## config.mk

```make
export PLATFORM = sky130hd
export DESIGN_NAME = byte_alu_branch_execute
export DESIGN_NICKNAME = d
export VERILOG_FILES = /design/src/rtl/exec_pkg.sv /design/src/rtl/alu_if.sv /design/src/rtl/alu_core.sv /design/src/rtl/byte_alu_branch_execute.sv
export SDC_FILE = /design/constraint.sdc
export NUM_CORES = 1
export LEC_CHECK = 0
export ABC_AREA = 1
export BUFFER_PORTS_ARGS = -buffer_cell sky130_fd_sc_hd__buf_2
export CAP_MARGIN = 5
export CORE_MARGIN = 5
export CORE_UTILIZATION = 45
export CTS_CLUSTER_DIAMETER = 40
export DETAILED_ROUTE_END_ITERATION = 12
export PLACE_DENSITY = 0.67
export SLEW_MARGIN = 5
export SYNTH_ARGS = -nofsm -noshare
export SYNTH_HDL_FRONTEND = slang
export SYNTH_SLANG_ARGS = --single-unit
```

## constraint.sdc

```tcl
create_clock -name clock -period 3.3 [get_ports clock]
set_input_delay 0.33 -clock clock [delete_from_list [all_inputs] [get_ports clock]]
set_output_delay 0.33 -clock clock [all_outputs]
set_load 0.005 [all_outputs]
```

## src/rtl/exec_pkg.sv

```systemverilog
package exec_pkg;
  // datapath widths
  localparam int PC_W    = 15;
  localparam int DATA_W  = 8;
  localparam int FADDR_W = 7;
  localparam int INSTR_W = 14;
  localparam int BSEL_W  = 3;
  localparam int OFS_W   = 9;
  localparam int NIB_W   = 4;

  // field positions inside the instruction word and the data byte
  localparam int DEST_POS  = 7;
  localparam int BSEL_LSB  = 7;
  localparam int MSB_POS   = DATA_W - 1;
  localparam int NIB_MSB   = NIB_W - 1;

  // opcode patterns and the masks that select their fixed bits
  localparam logic [INSTR_W-1:0] MASK_BYTE = 14'h3F00;
  localparam logic [INSTR_W-1:0] MASK_BIT  = 14'h3C00;
  localparam logic [INSTR_W-1:0] MASK_JMPK = 14'h3E00;
  localparam logic [INSTR_W-1:0] MASK_FULL = 14'h3FFF;
  localparam logic [INSTR_W-1:0] OPC_ADD   = 14'h0700;
  localparam logic [INSTR_W-1:0] OPC_ADDC  = 14'h3D00;
  localparam logic [INSTR_W-1:0] OPC_ASR   = 14'h3700;
  localparam logic [INSTR_W-1:0] OPC_BCLR  = 14'h1000;
  localparam logic [INSTR_W-1:0] OPC_BTSC  = 14'h1800;
  localparam logic [INSTR_W-1:0] OPC_JMPK  = 14'h3200;
  localparam logic [INSTR_W-1:0] OPC_JMPW  = 14'h000B;

  // reset values and the program counter step
  localparam logic [DATA_W-1:0] WREG_RESET = 8'h00;
  localparam logic [PC_W-1:0]   PC_RESET   = 15'h0000;
  localparam logic [PC_W-1:0]   PC_STEP    = 15'h0001;

  // one-hot operation codes
  typedef enum logic [7:0] {
    OP_NONE  = 8'h01,
    OP_ADD   = 8'h02,
    OP_ADDC  = 8'h04,
    OP_ASR   = 8'h08,
    OP_BCLR  = 8'h10,
    OP_BTSC  = 8'h20,
    OP_JMPK  = 8'h40,
    OP_JMPW  = 8'h80
  } op_e;

  // execute sequencer: normal issue, or discard the prefetched word
  typedef enum logic [1:0] {
    ST_RUN   = 2'h1,
    ST_FLUSH = 2'h2
  } exec_state_e;

  function automatic op_e decode_op(input logic [INSTR_W-1:0] iw);
    if ((iw & MASK_BYTE) == OPC_ADD)
      return OP_ADD;
    else if ((iw & MASK_BYTE) == OPC_ADDC)
      return OP_ADDC;
    else if ((iw & MASK_BYTE) == OPC_ASR)
      return OP_ASR;
    else if ((iw & MASK_BIT) == OPC_BCLR)
      return OP_BCLR;
    else if ((iw & MASK_BIT) == OPC_BTSC)
      return OP_BTSC;
    else if ((iw & MASK_JMPK) == OPC_JMPK)
      return OP_JMPK;
    else if ((iw & MASK_FULL) == OPC_JMPW)
      return OP_JMPW;
    else
      return OP_NONE;
  endfunction : decode_op
endpackage : exec_pkg
```

## src/rtl/alu_if.sv

```systemverilog
interface alu_if;
  import exec_pkg::*;
  op_e                op;
  logic [DATA_W-1:0]  wreg;
  logic [DATA_W-1:0]  fileVal;
  logic               carryIn;
  logic [BSEL_W-1:0]  bitSel;
  logic [DATA_W-1:0]  result;
  logic               carryOut;
  logic               digitCarryOut;
  logic               zeroOut;
  logic               bitValue;

  modport core (input op, wreg, fileVal, carryIn, bitSel,
                output result, carryOut, digitCarryOut, zeroOut, bitValue);
  modport user (output op, wreg, fileVal, carryIn, bitSel,
                input result, carryOut, digitCarryOut, zeroOut, bitValue);
endinterface : alu_if

```

## src/rtl/alu_core.sv

```systemverilog
module alu_core
  import exec_pkg::*;
(
  alu_if.core a
);
  logic [NIB_W:0]  lowSum;
  logic [DATA_W:0] fullSum;
  logic            cin;

  // shared adder; carry in only for the carry-chained add
  always_comb
  begin
    cin     = (a.op == OP_ADDC) ? a.carryIn : 1'b0;
    lowSum  = {1'b0, a.wreg[NIB_MSB:0]} + {1'b0, a.fileVal[NIB_MSB:0]} + {{NIB_W{1'b0}}, cin};
    fullSum = {1'b0, a.wreg} + {1'b0, a.fileVal} + {{DATA_W{1'b0}}, cin};
  end

  // result mux per operation
  always_comb
  begin
    a.result   = a.fileVal;
    a.carryOut = a.carryIn;
    a.digitCarryOut = lowSum[NIB_W];                                  // carry out of bit 3
    a.bitValue = a.fileVal[a.bitSel];
    case (a.op)
      OP_ADD, OP_ADDC:
      begin
        a.result   = fullSum[DATA_W-1:0];
        a.carryOut = fullSum[DATA_W];
      end
      OP_ASR:
      begin
        a.result   = {a.fileVal[MSB_POS], a.fileVal[MSB_POS:1]};      // sign kept
        a.carryOut = a.fileVal[0];
      end
      OP_BCLR:
      begin
        a.result           = a.fileVal;
        a.result[a.bitSel] = 1'b0;
      end
      default:
      begin
        a.result = a.fileVal;
      end
    endcase
    a.zeroOut = (a.result == {DATA_W{1'b0}});
  end
endmodule : alu_core

```

## src/rtl/byte_alu_branch_execute.sv

```systemverilog
// Overview of operation
// - add working reg and file, dest bit picks
// - add with carry updates all three flags
// - add-with-carry dest 1 writes file location
// - arithmetic shift right, bit0 into carry
// - shift keeps sign, dest bit picks target
// - bit clear zeros one bit, flags untouched
// - tested bit one: next instruction executes
// - tested bit zero: next becomes no-op
// - branch to next address plus signed offset
// - literal branch always takes two cycles
// - branch adds unsigned working reg, flags kept
// - target is address plus one plus W
module byte_alu_branch_execute
  import exec_pkg::*;
(
  input  wire logic               clock,
  input  wire logic               rst_b,
  input  wire logic [INSTR_W-1:0] instrWord,
  input  wire logic               instrValid,
  input  wire logic [PC_W-1:0]    pcCurrent,
  input  wire logic [DATA_W-1:0]  fileRdData,
  input  wire logic               wregLoadEn,
  input  wire logic [DATA_W-1:0]  wregLoadData,
  output logic      [FADDR_W-1:0] fileAddr,
  output logic                    fileWrEn,
  output logic      [DATA_W-1:0]  fileWrData,
  output logic      [DATA_W-1:0]  wreg,
  output logic                    carryFlag,
  output logic                    digit_carry_flag,
  output logic                    zeroFlag,
  output logic                    pcLoad,
  output logic      [PC_W-1:0]    pcTarget,
  output logic                    discardNext
);
  exec_state_e        state;
  exec_state_e        next_state;
  op_e                execOp;
  logic               destFile;
  logic [BSEL_W-1:0]  bitSel;
  logic [OFS_W-1:0]   litOffset;
  logic [PC_W-1:0]    pcNext;
  logic [PC_W-1:0]    next_pcTarget;
  logic               isBranch;
  logic               doSkip;
  logic               writesResult;

  alu_if aluBus ();

  alu_core u_alu (
    .a (aluBus)
  );

  // field decode straight off the word so writeback lands in the same cycle
  assign execOp    = (instrValid && state == ST_RUN) ? decode_op(instrWord) : OP_NONE;
  assign destFile  = instrWord[DEST_POS];
  assign bitSel    = instrWord[BSEL_LSB +: BSEL_W];
  assign litOffset = instrWord[OFS_W-1:0];
  assign fileAddr  = instrWord[FADDR_W-1:0];

  assign aluBus.op      = execOp;
  assign aluBus.wreg    = wreg;
  assign aluBus.fileVal = fileRdData;
  assign aluBus.carryIn = carryFlag;
  assign aluBus.bitSel  = bitSel;

  // write strobe is combinational: memory captures it on this same edge,
  // so a back-to-back read of the same location sees the new value
  assign writesResult = (execOp == OP_ADD) || (execOp == OP_ADDC) || (execOp == OP_ASR);
  assign fileWrEn     = (writesResult && destFile) || (execOp == OP_BCLR);
  assign fileWrData   = aluBus.result;

  // branch and skip decisions
  assign isBranch = (execOp == OP_JMPK) || (execOp == OP_JMPW);
  assign doSkip   = (execOp == OP_BTSC) && !aluBus.bitValue;
  assign pcNext   = pcCurrent + PC_STEP;

  always_comb
  begin
    if (execOp == OP_JMPK)
      next_pcTarget = pcNext + {{(PC_W-OFS_W){litOffset[OFS_W-1]}}, litOffset};
    else
      next_pcTarget = pcNext + {{(PC_W-DATA_W){1'b0}}, wreg};             // unsigned W
  end

  // sequencer: a taken skip or branch burns the already fetched word as a no-op
  always_comb
  begin
    next_state = state;
    case (state)
      ST_RUN:
      begin
        if (isBranch || doSkip)
          next_state = ST_FLUSH;
      end
      ST_FLUSH:
      begin
        next_state = ST_RUN;
      end
      default:
      begin
        next_state = ST_RUN;
      end
    endcase
  end

  assign discardNext = (state == ST_FLUSH);

  always_ff @(posedge clock or negedge rst_b)
  begin
    if (!rst_b)
      state <= ST_RUN;
    else
      state <= next_state;
  end

  // program counter load pulse, one cycle after the branch
  always_ff @(posedge clock or negedge rst_b)
  begin
    if (!rst_b)
    begin
      pcLoad   <= 1'b0;
      pcTarget <= PC_RESET;
    end
    else
    begin
      pcLoad <= isBranch;
      if (isBranch)
        pcTarget <= next_pcTarget;
    end
  end

  // working register: execution result wins over the core's own load path
  always_ff @(posedge clock or negedge rst_b)
  begin
    if (!rst_b)
      wreg <= WREG_RESET;
    else if (writesResult && !destFile)
      wreg <= aluBus.result;
    else if (wregLoadEn)
      wreg <= wregLoadData;
  end

  // status flags; bit ops and branches leave them alone
  always_ff @(posedge clock or negedge rst_b)
  begin
    if (!rst_b)
    begin
      carryFlag        <= 1'b0;
      digit_carry_flag <= 1'b0;
      zeroFlag         <= 1'b0;
    end
    else
    begin
      if (writesResult)
      begin
        carryFlag <= aluBus.carryOut;
        zeroFlag  <= aluBus.zeroOut;
      end
      if (execOp == OP_ADD || execOp == OP_ADDC)
        digit_carry_flag <= aluBus.digitCarryOut;
    end
  end
endmodule : byte_alu_branch_execute

```

# == Word level (Yosys, flattened, before mapping) ==
# Index checks and enable logic that the tools add are counted.
# op_classes
n_addsub,7
magnitude_cmp,2
eq_ne,17
muxes,20
bitwise_logic,2
n_reduce_logical,17
# ops
cell,n
8-bit two-way mux,10
8-bit case mux with 3 select lines,1
15-bit by 1-bit adder with 15-bit output (second input constant),1
15-bit adder,1
15-bit by 8-bit adder with 15-bit output,1
15-bit two-way mux,1
14-bit by 4-bit == test with 1-bit output (second input constant),1
6-bit == test (second input constant),2
8-bit by 8-bit adder with 9-bit output,1
9-bit by 1-bit adder with 9-bit output,1
8-bit bitwise AND,1
4-bit by 3-bit == test with 1-bit output (second input constant),2
8-bit by 2-bit == test with 1-bit output (second input constant),1
8-bit by 3-bit == test with 1-bit output (second input constant),1
8-bit by 4-bit == test with 1-bit output (second input constant),1
8-bit by 5-bit == test with 1-bit output (second input constant),1
8-bit by 6-bit == test with 1-bit output (second input constant),1
8-bit by 7-bit == test with 1-bit output (second input constant),1
8-bit == test (second input constant),1
8-bit zero test,1
8-bit NOT,1
6-bit by 3-bit == test with 1-bit output (second input constant),1
4-bit by 4-bit adder with 5-bit output,1
5-bit by 1-bit adder with 5-bit output,1
other kinds (17),30
# word_totals
regBits,29
inputBits,49
output_inout_bits,44
wordCells,72

# == Logic depth before layout (Yosys ltp) ==
# Gate-level depths: netlist of run 1.
# logic_depth
ltp_word,14
depth_mapped,20
mapped_depth_nobuf,20

# == By module ==
# Synthesis of run 1 repeated with hierarchy kept, for this count alone.
# hier_totals
hier_cells,625
hier_area_um2,3875.0
# modules_own_cells
module,instances,cells_per_inst,area_per_inst_um2,seq_area_each_um2
byte_alu_branch_execute,1,434,2813.9,726.9
alu_core,1,191,1061.0,0.0

# == Worst setup path after synthesis of run 1 ==
# Ideal clock, no wire load.
# synth_timing
kind,flip-flop to flip-flop
startpoint,register state[0]
endpoint,register pcTarget[8]
setup_ns,0.083
arrival_ns,2.623
required_ns,3.217
path_slack_ns,0.595
path_stages_with_launch,14
n_path_buf,1
synth_period_minus_slack_ns,2.705
path_cell_list,dfstp_2 > nand3_4 > inv_2 > nand4_2 > clkbuf_1 > o21ai_0 > ha_1 > inv_1 > fa_1 > o21a_1 > nor3_1 > nor3_1 > xor2_1 > o21ai_0
# synth_via
elab_chain_len,5
word_cells_on_any_way,7
classes_between,eq/ne (3); mux (2); reduce/logical (2)
# synth_lines
element,line,text
"start, declared",byte_alu_branch_execute.sv:36,exec_state_e state;
"start signal, assigned",byte_alu_branch_execute.sv:114,state <= next_state;
2-bit by 1-bit == test with 1-bit output (*),byte_alu_branch_execute.sv:55,assign execOp = (instrValid && state == ST_RUN) ? decode_op(instrWord) : OP_NONE;
1-bit logical AND (*),byte_alu_branch_execute.sv:55,
8-bit two-way mux (*),byte_alu_branch_execute.sv:55,
8-bit by 7-bit == test with 1-bit output or 8-bit == test (tied branches),"byte_alu_branch_execute.sv:74, byte_alu_branch_execute.sv:80",
15-bit two-way mux or 1-bit logical OR (tied branches),"byte_alu_branch_execute.sv:80, byte_alu_branch_execute.sv:74",
"end signal, assigned",byte_alu_branch_execute.sv:129,pcTarget <= next_pcTarget;
"end, declared",byte_alu_branch_execute.sv:33,"output logic [PC_W-1:0] pcTarget,"
# Every way passes the cells marked *; elsewhere a longest branch is shown, timed or not.
# A chain may end at the register's enable or synchronous reset.

# == Worst setup path in the final report of run 1 ==
# layout_timing
startpoint,register state[0]
endpoint,output port fileWrData[2]
# layout_via
elab_chain_len,7
word_cells_on_any_way,11
classes_between,add/sub (1); eq/ne (5); mux (3); reduce/logical (2)
# layout_lines
element,line,text
2-bit by 1-bit == test with 1-bit output (*),byte_alu_branch_execute.sv:55,
1-bit logical AND (*),byte_alu_branch_execute.sv:55,
8-bit two-way mux (*),byte_alu_branch_execute.sv:55,
8-bit by 3-bit == test with 1-bit output,"alu_core.sv:13, alu_core.sv:25",
1-bit two-way mux,alu_core.sv:13,cin = (a.op == OP_ADDC) ? a.carryIn : 1'b0;
9-bit by 1-bit adder with 9-bit output,alu_core.sv:15,"fullSum = {1'b0, a.wreg} + {1'b0, a.fileVal} + {{DATA_W{1'b0}}, cin};"
8-bit case mux with 3 select lines (*),alu_core.sv:25,case (a.op)
"end, declared",byte_alu_branch_execute.sv:27,"output logic [DATA_W-1:0] fileWrData,"
# Marks and branches as above.

==> results of run 1 <==
## Yosys cell counts, types with 2 or more instances
master and instances:
dfrtp_1 28, nand2_1 137, o21a_1 3, o21ai_0 16, xor2_1 13, nand2_4 3, fa_1 3, inv_2 7
a31oi_1 4, buf_4 8, o21ai_1 8, buf_2 3, nor2_2 11, ha_1 22, o22ai_1 2, o211ai_1 4
buf_6 2, nand2_2 4, o21bai_1 2, nand4_1 5, nand3_2 3, a21oi_1 24, nor2_4 8, nor2_1 53
xnor2_1 7, nor4_1 3, nor3_1 9, inv_4 2, inv_1 75, mux2_2 2, nand3_1 44, nand3b_1 2
## how the worst max path moves through the flow
stage / to / cells after the start
2_1_floorplan: pcTarget[8]$_DFFE_PN0P_ / 13
3_3_place_gp: pcTarget[8]$_DFFE_PN0P_ / 12
3_5_place_dp: pcTarget[14]$_DFFE_PN0P_ / 15
4_1_cts: fileWrData[1] / 13
5_1_grt: fileWrData[6] / 16
6_report: fileWrData[2] / 15
## registers in the layout, summed over array words and instances (netlist names)
| name | flops |
|---|---|
| zeroFlag | 1 |
| state | 2 |
| pcTarget | 15 |
| digit_carry_flag | 1 |
| wreg | 8 |
| carryFlag | 1 |
| pcLoad | 1 |
## per-layer routing
metal | GRT usage, % | wire length, um
met1 | 30.6 | 4930
met2 | 31.1 | 4170
met3 | 4.24 | 646
met4 | 4.37 | 106
met5 | 0 | 0
## power by group
group | switching, W | internal (W)
Combinational | 0.000312 | 0.000229
Clock | 0.000145 | 0.000246
Sequential | 0.0000470 | 0.000421
## metrics by stage
stage	instance area [sq um]	setup TNS [ns]	setup slack, ns	util, %
CTS	4040	0	0.0353	55.1
detailed placement	3910	0	0.269	53.3
floorplan	3420	0	0.595	-
finish	4090	0	0.213	55.7
global placement	3910	0	0.343	53.3
global route	4090	-0.00422	-0.00422	55.7
## kinds of logic after synthesis
family                   count (synthesis)  synth area share [%]
AO/OA/AOI/OAI                           69                  11.6
XOR/XNOR                                20                  5.12
adder cells (fa/ha/maj)                 25                  9.79
buffers and inverters                   99                  12.5
flip-flops                              29                  21.2
multiplexers                             2                 0.658
AND/OR/NAND/NOR                        285                  39.2
## worst max-delay path: stages, from the launching register on
cell     delay [ns]
dfstp_2        0.55
nand3_4        0.11
inv_6          0.10
nand3_4        0.09
a21oi_2        0.14
nand2_1        0.08
fa_1           0.37
inv_2          0.09
fa_2           0.24
buf_4          0.12
xor2_1         0.05
nand2_1        0.06
nand2_1        0.06
nor2_2         0.19
inv_1          0.08
buf_2          0.13
## cell type report
class                      count  area (sq um)
tap                           99           124
clock buffer                   7          86.3
fill                         734          3250
sequential                    29           727
timing repair buffer          98           505
multi-input combinational    401          2290
inverter                      84           325
clock inverter                 1          30.0
## repair_timing
item,4_1_cts,5_1_grt
setup endpoints to repair,2,8
pin swaps,0,2
buffers inserted,0,5
gates resized for setup,2,5
hold buffers,0,0
==> results.md, run 1 <==
- Status: completed
- Reg2Reg Setup Slack: around 0.33 ns
- Clk buf depth: 2
- Via/cell ratio: ~5.0
- Initial antenna violation count: 0
- Final nets: 693
- Drt first pass iters: 5
- CP startpoint kind: flop
- Commonest non-fill, non-tap cells in the layout: nand2_1, buf_2, inv_1
- Initial Util: about 47%
- Number of distinct library cells after synthesis: 44
- WP data required: between 2 and 3 ns
- First-pass GRT wire length: between 15 and 20 mm
- Fin. max-slew vios: 0
- HPWL Detailed: between 8 and 9 mm
- Port bufs: about 90
- Min Clock Period, post-route: 3.09 ns
- Pwr dens: 343 mW/mm^2
- Die X-Extent: about 97 um
- Clk root buf: clkbuf_8
- Non-filler cells, final: 719
- Reg clk slew, reported paths: around 0.07 ns
- Grt ovf: 0
- Fmax: approximately 320 MHz
- Cell area after technology mapping: 0.00342 sq mm
- Top FF cell, synth: dfrtp_1
- Core Rows: 31
- Worst setup path category: flop to output pin
- Clock insertion delay at the later pin of the skew report: about 0.28 ns
- Worst Max-Slew Pin Slew: 0.716 ns
- Layout area overhead: 19.3%
- GRT Util Overall: between 20% and 30%
- Setup crit end kind: output pin
- Htree depth: 2
- Vias in the first global route: around 3,400
- Core area: roughly 0.0073 sq mm
- Dominant cells by area after synthesis: dfrtp_1, nand2_1, inv_1
- Total power: 0.00140 W
- Critical path peak fanout: 6
- Register area share after synthesis: a little over a fifth
- Placer Congestion: 0.912
- CTS sink cnt: 29
- RR Endpoint: pcTarget[14]$_DFFE_PN0P_
- Seq cells post-synth: 29
- Die height: between 90 and 100 um
- RR Startpoint: state[0]$_DFFE_PN1P_
- CTS tree: done
- Largest net degree at the start of global routing: 30
- Commonest non-fill, non-tap cell in the layout: nand2_1
- Post-synth EDFFs: 0
- Post-Route WL: 9.86 mm
- Slew Limit Headroom: between 50% and 60%
- Placed Cells: 706
- DRC: 0
- Final hold viol count: 0
- Vias: 3,605
- # diodes: 0
- Max-cap violations: 0
- Hold crit path type: input port to async pin
- DIE AREA: around 0.0095 sq mm
- Static leakage power: between 2 and 2.5 nW
- Share of layout cells above drive strength 1: 24.8%
- I/O Pins: a little over 90
- Count of final setup violators: 0
- Largest area contributor in the netlist: dfrtp_1
- Syn avg cell area: ~6.5 sq um
- Arrival time worst endpoint: 2.76 ns
- Crit path from: state[0]$_DFFE_PN1P_
- Synth top area share: 20.5%
- DRT iter0 DRCs: approximately 190
- Ys async rst share: 100%
- Worst clock skew: ~0.0065 ns
- Hold slack: between 0.09 and 0.1 ns
- VDD IR-drop max: about 210 uV
- Tcrit/Tclk final: 93.5%
- Synth Instances: between 500 and 600
- Routed WL per cell: 13.7 um
- Worst r2r path cells: 15
- Cts bufs inserted: 5
- Syn_nets: 603
- DRT antenna net count: 0
- Number of synthesis warnings: 0
No activity file was read; power rests on OpenSTA's default activity.
==> run 2, diff against run 1 <==
--- a/config.mk
+++ b/config.mk
@@ -12,8 +12,10 @@
 export CORE_UTILIZATION = 45
 export CTS_CLUSTER_DIAMETER = 40
 export DETAILED_ROUTE_END_ITERATION = 12
-export PLACE_DENSITY = 0.67
+export PLACE_DENSITY = 0.66
+export SKIP_CTS_REPAIR_TIMING = 1
 export SLEW_MARGIN = 5
 export SYNTH_ARGS = -nofsm -noshare
 export SYNTH_HDL_FRONTEND = slang
+export SYNTH_HIERARCHICAL = 1
 export SYNTH_SLANG_ARGS = --single-unit
==> results.md, run 2 <==
- Core Rows: 33 (+6.5%)
- DRT iter0 DRCs: 255 (+33%)
- Hold crit path type: input port to async pin
- Syn_nets: 699 (+16%)
- Largest area contributor in the netlist: dfrtp_1
- First-pass GRT wire length: 18.7 mm (+14%)
- Multi-input logic area: 0.00273 sq mm (+20%)
- Top FF cell, synth: dfrtp_1
- Register area share after synthesis: 18.8% (-2.5 points)
- Core area: 0.00830 sq mm (+13%)
- HPWL Detailed: 9.38 mm (+13%)
- Vias in the first global route: 3,989 (+18%)
- Fill cells: 859 (+17%)
- Most numerous cell in the Yosys netlist: nand2_1
- Reg clk slew, reported paths: 0.07 ns (about the same)
- Placer Congestion: 0.917 (+0.52%)
- Post-DP Area: 0.00454 sq mm (+16%)
- Initial Util: 46.7% (about the same)
- Crit path largest cell delay: 0.56 ns (about the same)
- Arrival time worst endpoint: 2.95 ns (+0.19 ns)
- Final nets: 818 (+18%)
- Count of final setup violators: 0 (unchanged)
- # diodes: 0 (unchanged)
- Drt first pass iters: 5 (unchanged)
- RR Startpoint: state[0]$_DFFE_PN1P_
- Routed WL per cell: 13.4 um (-2.2%)
- Final hold viol count: 0 (unchanged)
- Worst clock skew: 0.0113 ns (+0.00476 ns)
- CP startpoint kind: flop
- Synth top cells by count: nand2_1, inv_1, nand3_1
- Via/cell ratio: 5.11 (+1.9%)
- VDD IR-drop max: 123 uV (-41%)
- Grt ovf: 0 (unchanged)
- Static leakage power: 2.81 nW (+21%)
- DIE AREA: 0.0106 sq mm (+12%)
- Pwr dens: 284 mW/mm^2 (-17%)
- Min Clock Period, post-route: 3.28 ns (+0.195 ns)
- I/O Pins: 93 (unchanged)
- DRT antenna net count: 0 (unchanged)
- GRT Util Overall: 22.0% (+1.3 points)
- Commonest non-fill, non-tap cell in the layout: nand2_1
- CP max stage cell: dfstp_2
- Worst r2r path cells: 20 (+5)
- CTS tree: done
- Post-synth EDFFs: 0 (unchanged)
- Clock insertion delay at the later pin of the skew report: 0.29 ns (about the same)
- Max-cap violations: 0 (unchanged)
- Largest registers: pcTarget (15), wreg (8), state (2)
- Fin. max-slew vios: 0 (unchanged)
- Largest net degree at the start of global routing: 30 (unchanged)
- Commonest non-fill, non-tap cells in the layout: nand2_1, inv_1, buf_2
- Cell area after technology mapping: 0.00387 sq mm (+13%)
- WP data required: 2.97 ns (about the same)
- Clk buf depth: 2 (unchanged)
- Cts bufs inserted: 5 (unchanged)
- Post-route design area: 0.00484 sq mm (+18%)
- Status: completed
- Largest register by flop count: pcTarget
- Number of synthesis warnings: 6 (+6)
- Seq cells post-synth: 29 (unchanged)
- Die height: 103 um (+5.7%)
- Ys async rst share: 100% (unchanged)
- Slew Limit Headroom: 55.8% (+3.6 points)
- Die X-Extent: 103 um (+5.7%)
- RR Endpoint: zeroFlag$_DFFE_PN0N_
- Hold slack: 0.0710 ns (-0.0234 ns)
- CTS sink cnt: 29 (unchanged)
- Initial antenna violation count: 0 (unchanged)
- Fmax: 305 MHz (-5.9%)
- Seq. cell area: 727 sq um (unchanged)
- Max FFs per register: 15 (unchanged)
- Worst setup path category: flop to output pin
- CP Buf/Inv Count: 4 (-1)
- Vias: 4,341 (+20%)
- DRC: 0 (unchanged)
- Htree depth: 2 (unchanged)
- Synth Instances: 625 (+18%)
- RSZ-0062 raised after global routing: yes
- Port bufs: 92 (unchanged)
- Layout area overhead: 24.8%
- Worst Max-Slew Pin Slew: 0.663 ns (-0.0533 ns)
- Tcrit/Tclk final: 99.4% (+5.9 points)
- Setup crit end kind: output pin
- Syn avg cell area: 6.20 sq um (-4.2%)
- Post-Route WL: 11.4 mm (+16%)
- Number of distinct library cells after synthesis: 42 (-4.5%)
- Reg2Reg Setup Slack: 0.22 ns (-0.11 ns)
- Clk root buf: clkbuf_8
- Crit path cell chain: nand3_4, inv_4, nand2_4, nor2_4, inv_2, nor2_4, nand4_1, fa_2, fa_2, inv_2, nand3_2, nand2_2, nand2_1, nand2_1, nor2_2, nor2_2, nand2_4, buf_6
- Crit path max-delay family: simple AND/OR/NAND/NOR gates
- Synth top area share: 18.1% (-2.4 points)
- Dominant cells by area after synthesis: dfrtp_1, nand2_1, nand3_1
- Share of layout cells above drive strength 1: 29.5% (+4.7 points)
- Critical path peak fanout: 4 (-2)
[run 2: cells by family (layout without fill, tap and decap cells)]
kind of cell	Yosys count	count (layout)	synth area share [%]
AOI/OAI and AO/OA	49	49	6.94
xor gates and xnor gates	16	16	3.62
adders and majority gates	25	25	8.65
buffers and inverters	122	242	13.3
DFF	29	29	18.8
muxes	3	3	0.807
and+or+nand+nor	381	381	47.9
[run 2: how the worst max path moves through the flow]
stage	cells past startpoint	to	slack, ns	start
after floorplan	22	zeroFlag$_DFFE_PN0N_	0.17	state[0]$_DFFE_PN1P_
after global placement	18	fileWrData[4]	-0.04	instrWord[13]
after detailed placement	18	fileWrData[4]	-0.06	instrWord[13]
after CTS	18	fileWrData[4]	-0.29	state[0]$_DFFE_PN1P_
after global routing	18	fileWrData[4]	-0.18	state[0]$_DFFE_PN1P_
final	18	fileWrData[4]	0.02	state[0]$_DFFE_PN1P_
[run 2: metrics by stage]
| step | cells | setup slack [ns] | utilization (%) | TNS (ns) | total power, W |
|---|---|---|---|---|---|
| final | 850 | 0.0185 | 58.3 | 0 | 0.00137 |
| after global placement | 832 | -0.0393 | 54.7 | -0.0695 | 0.00101 |
| after global routing | 850 | -0.181 | 58.3 | -0.453 | 0.00149 |
| after CTS | 840 | -0.286 | 55.9 | -0.891 | 0.00135 |
| after floorplan | 625 | 0.168 | - | 0 | 0.000798 |
| after detailed placement | 832 | -0.0583 | 54.7 | -0.146 | 0.00102 |
[run 2: layout make-up]
type	count	area share, %
Clock buffer	7	1.99
Clock inverter	1	0.103
Inverter	109	8.61
Multi-Input combinational cell	474	56.5
Sequential cell	29	15.0
Tap cell	105	2.72
Timing Repair Buffer	125	15.0
[run 2: power breakdown]
| part | switching [W] | internal, W | leakage (nW) |
|---|---|---|---|
| Combinational | 0.000340 | 0.000251 | 2.38 |
| Sequential | 0.0000392 | 0.000415 | 0.371 |
| Clock | 0.000141 | 0.000188 | 0.0542 |
| Total | 0.000521 | 0.000854 | 2.81 |
[run 2: per-layer routing]
layer	wire [um]	part of all wire, %	global-route usage [%]	up-vias
met3	1100	9.6	3.45	14
met1	5480	48	34.1	1918
met4	136	1.2	4.58	0
li1	-	-	-	2220
met2	4690	41	32.2	189
met5	0	0	0	-
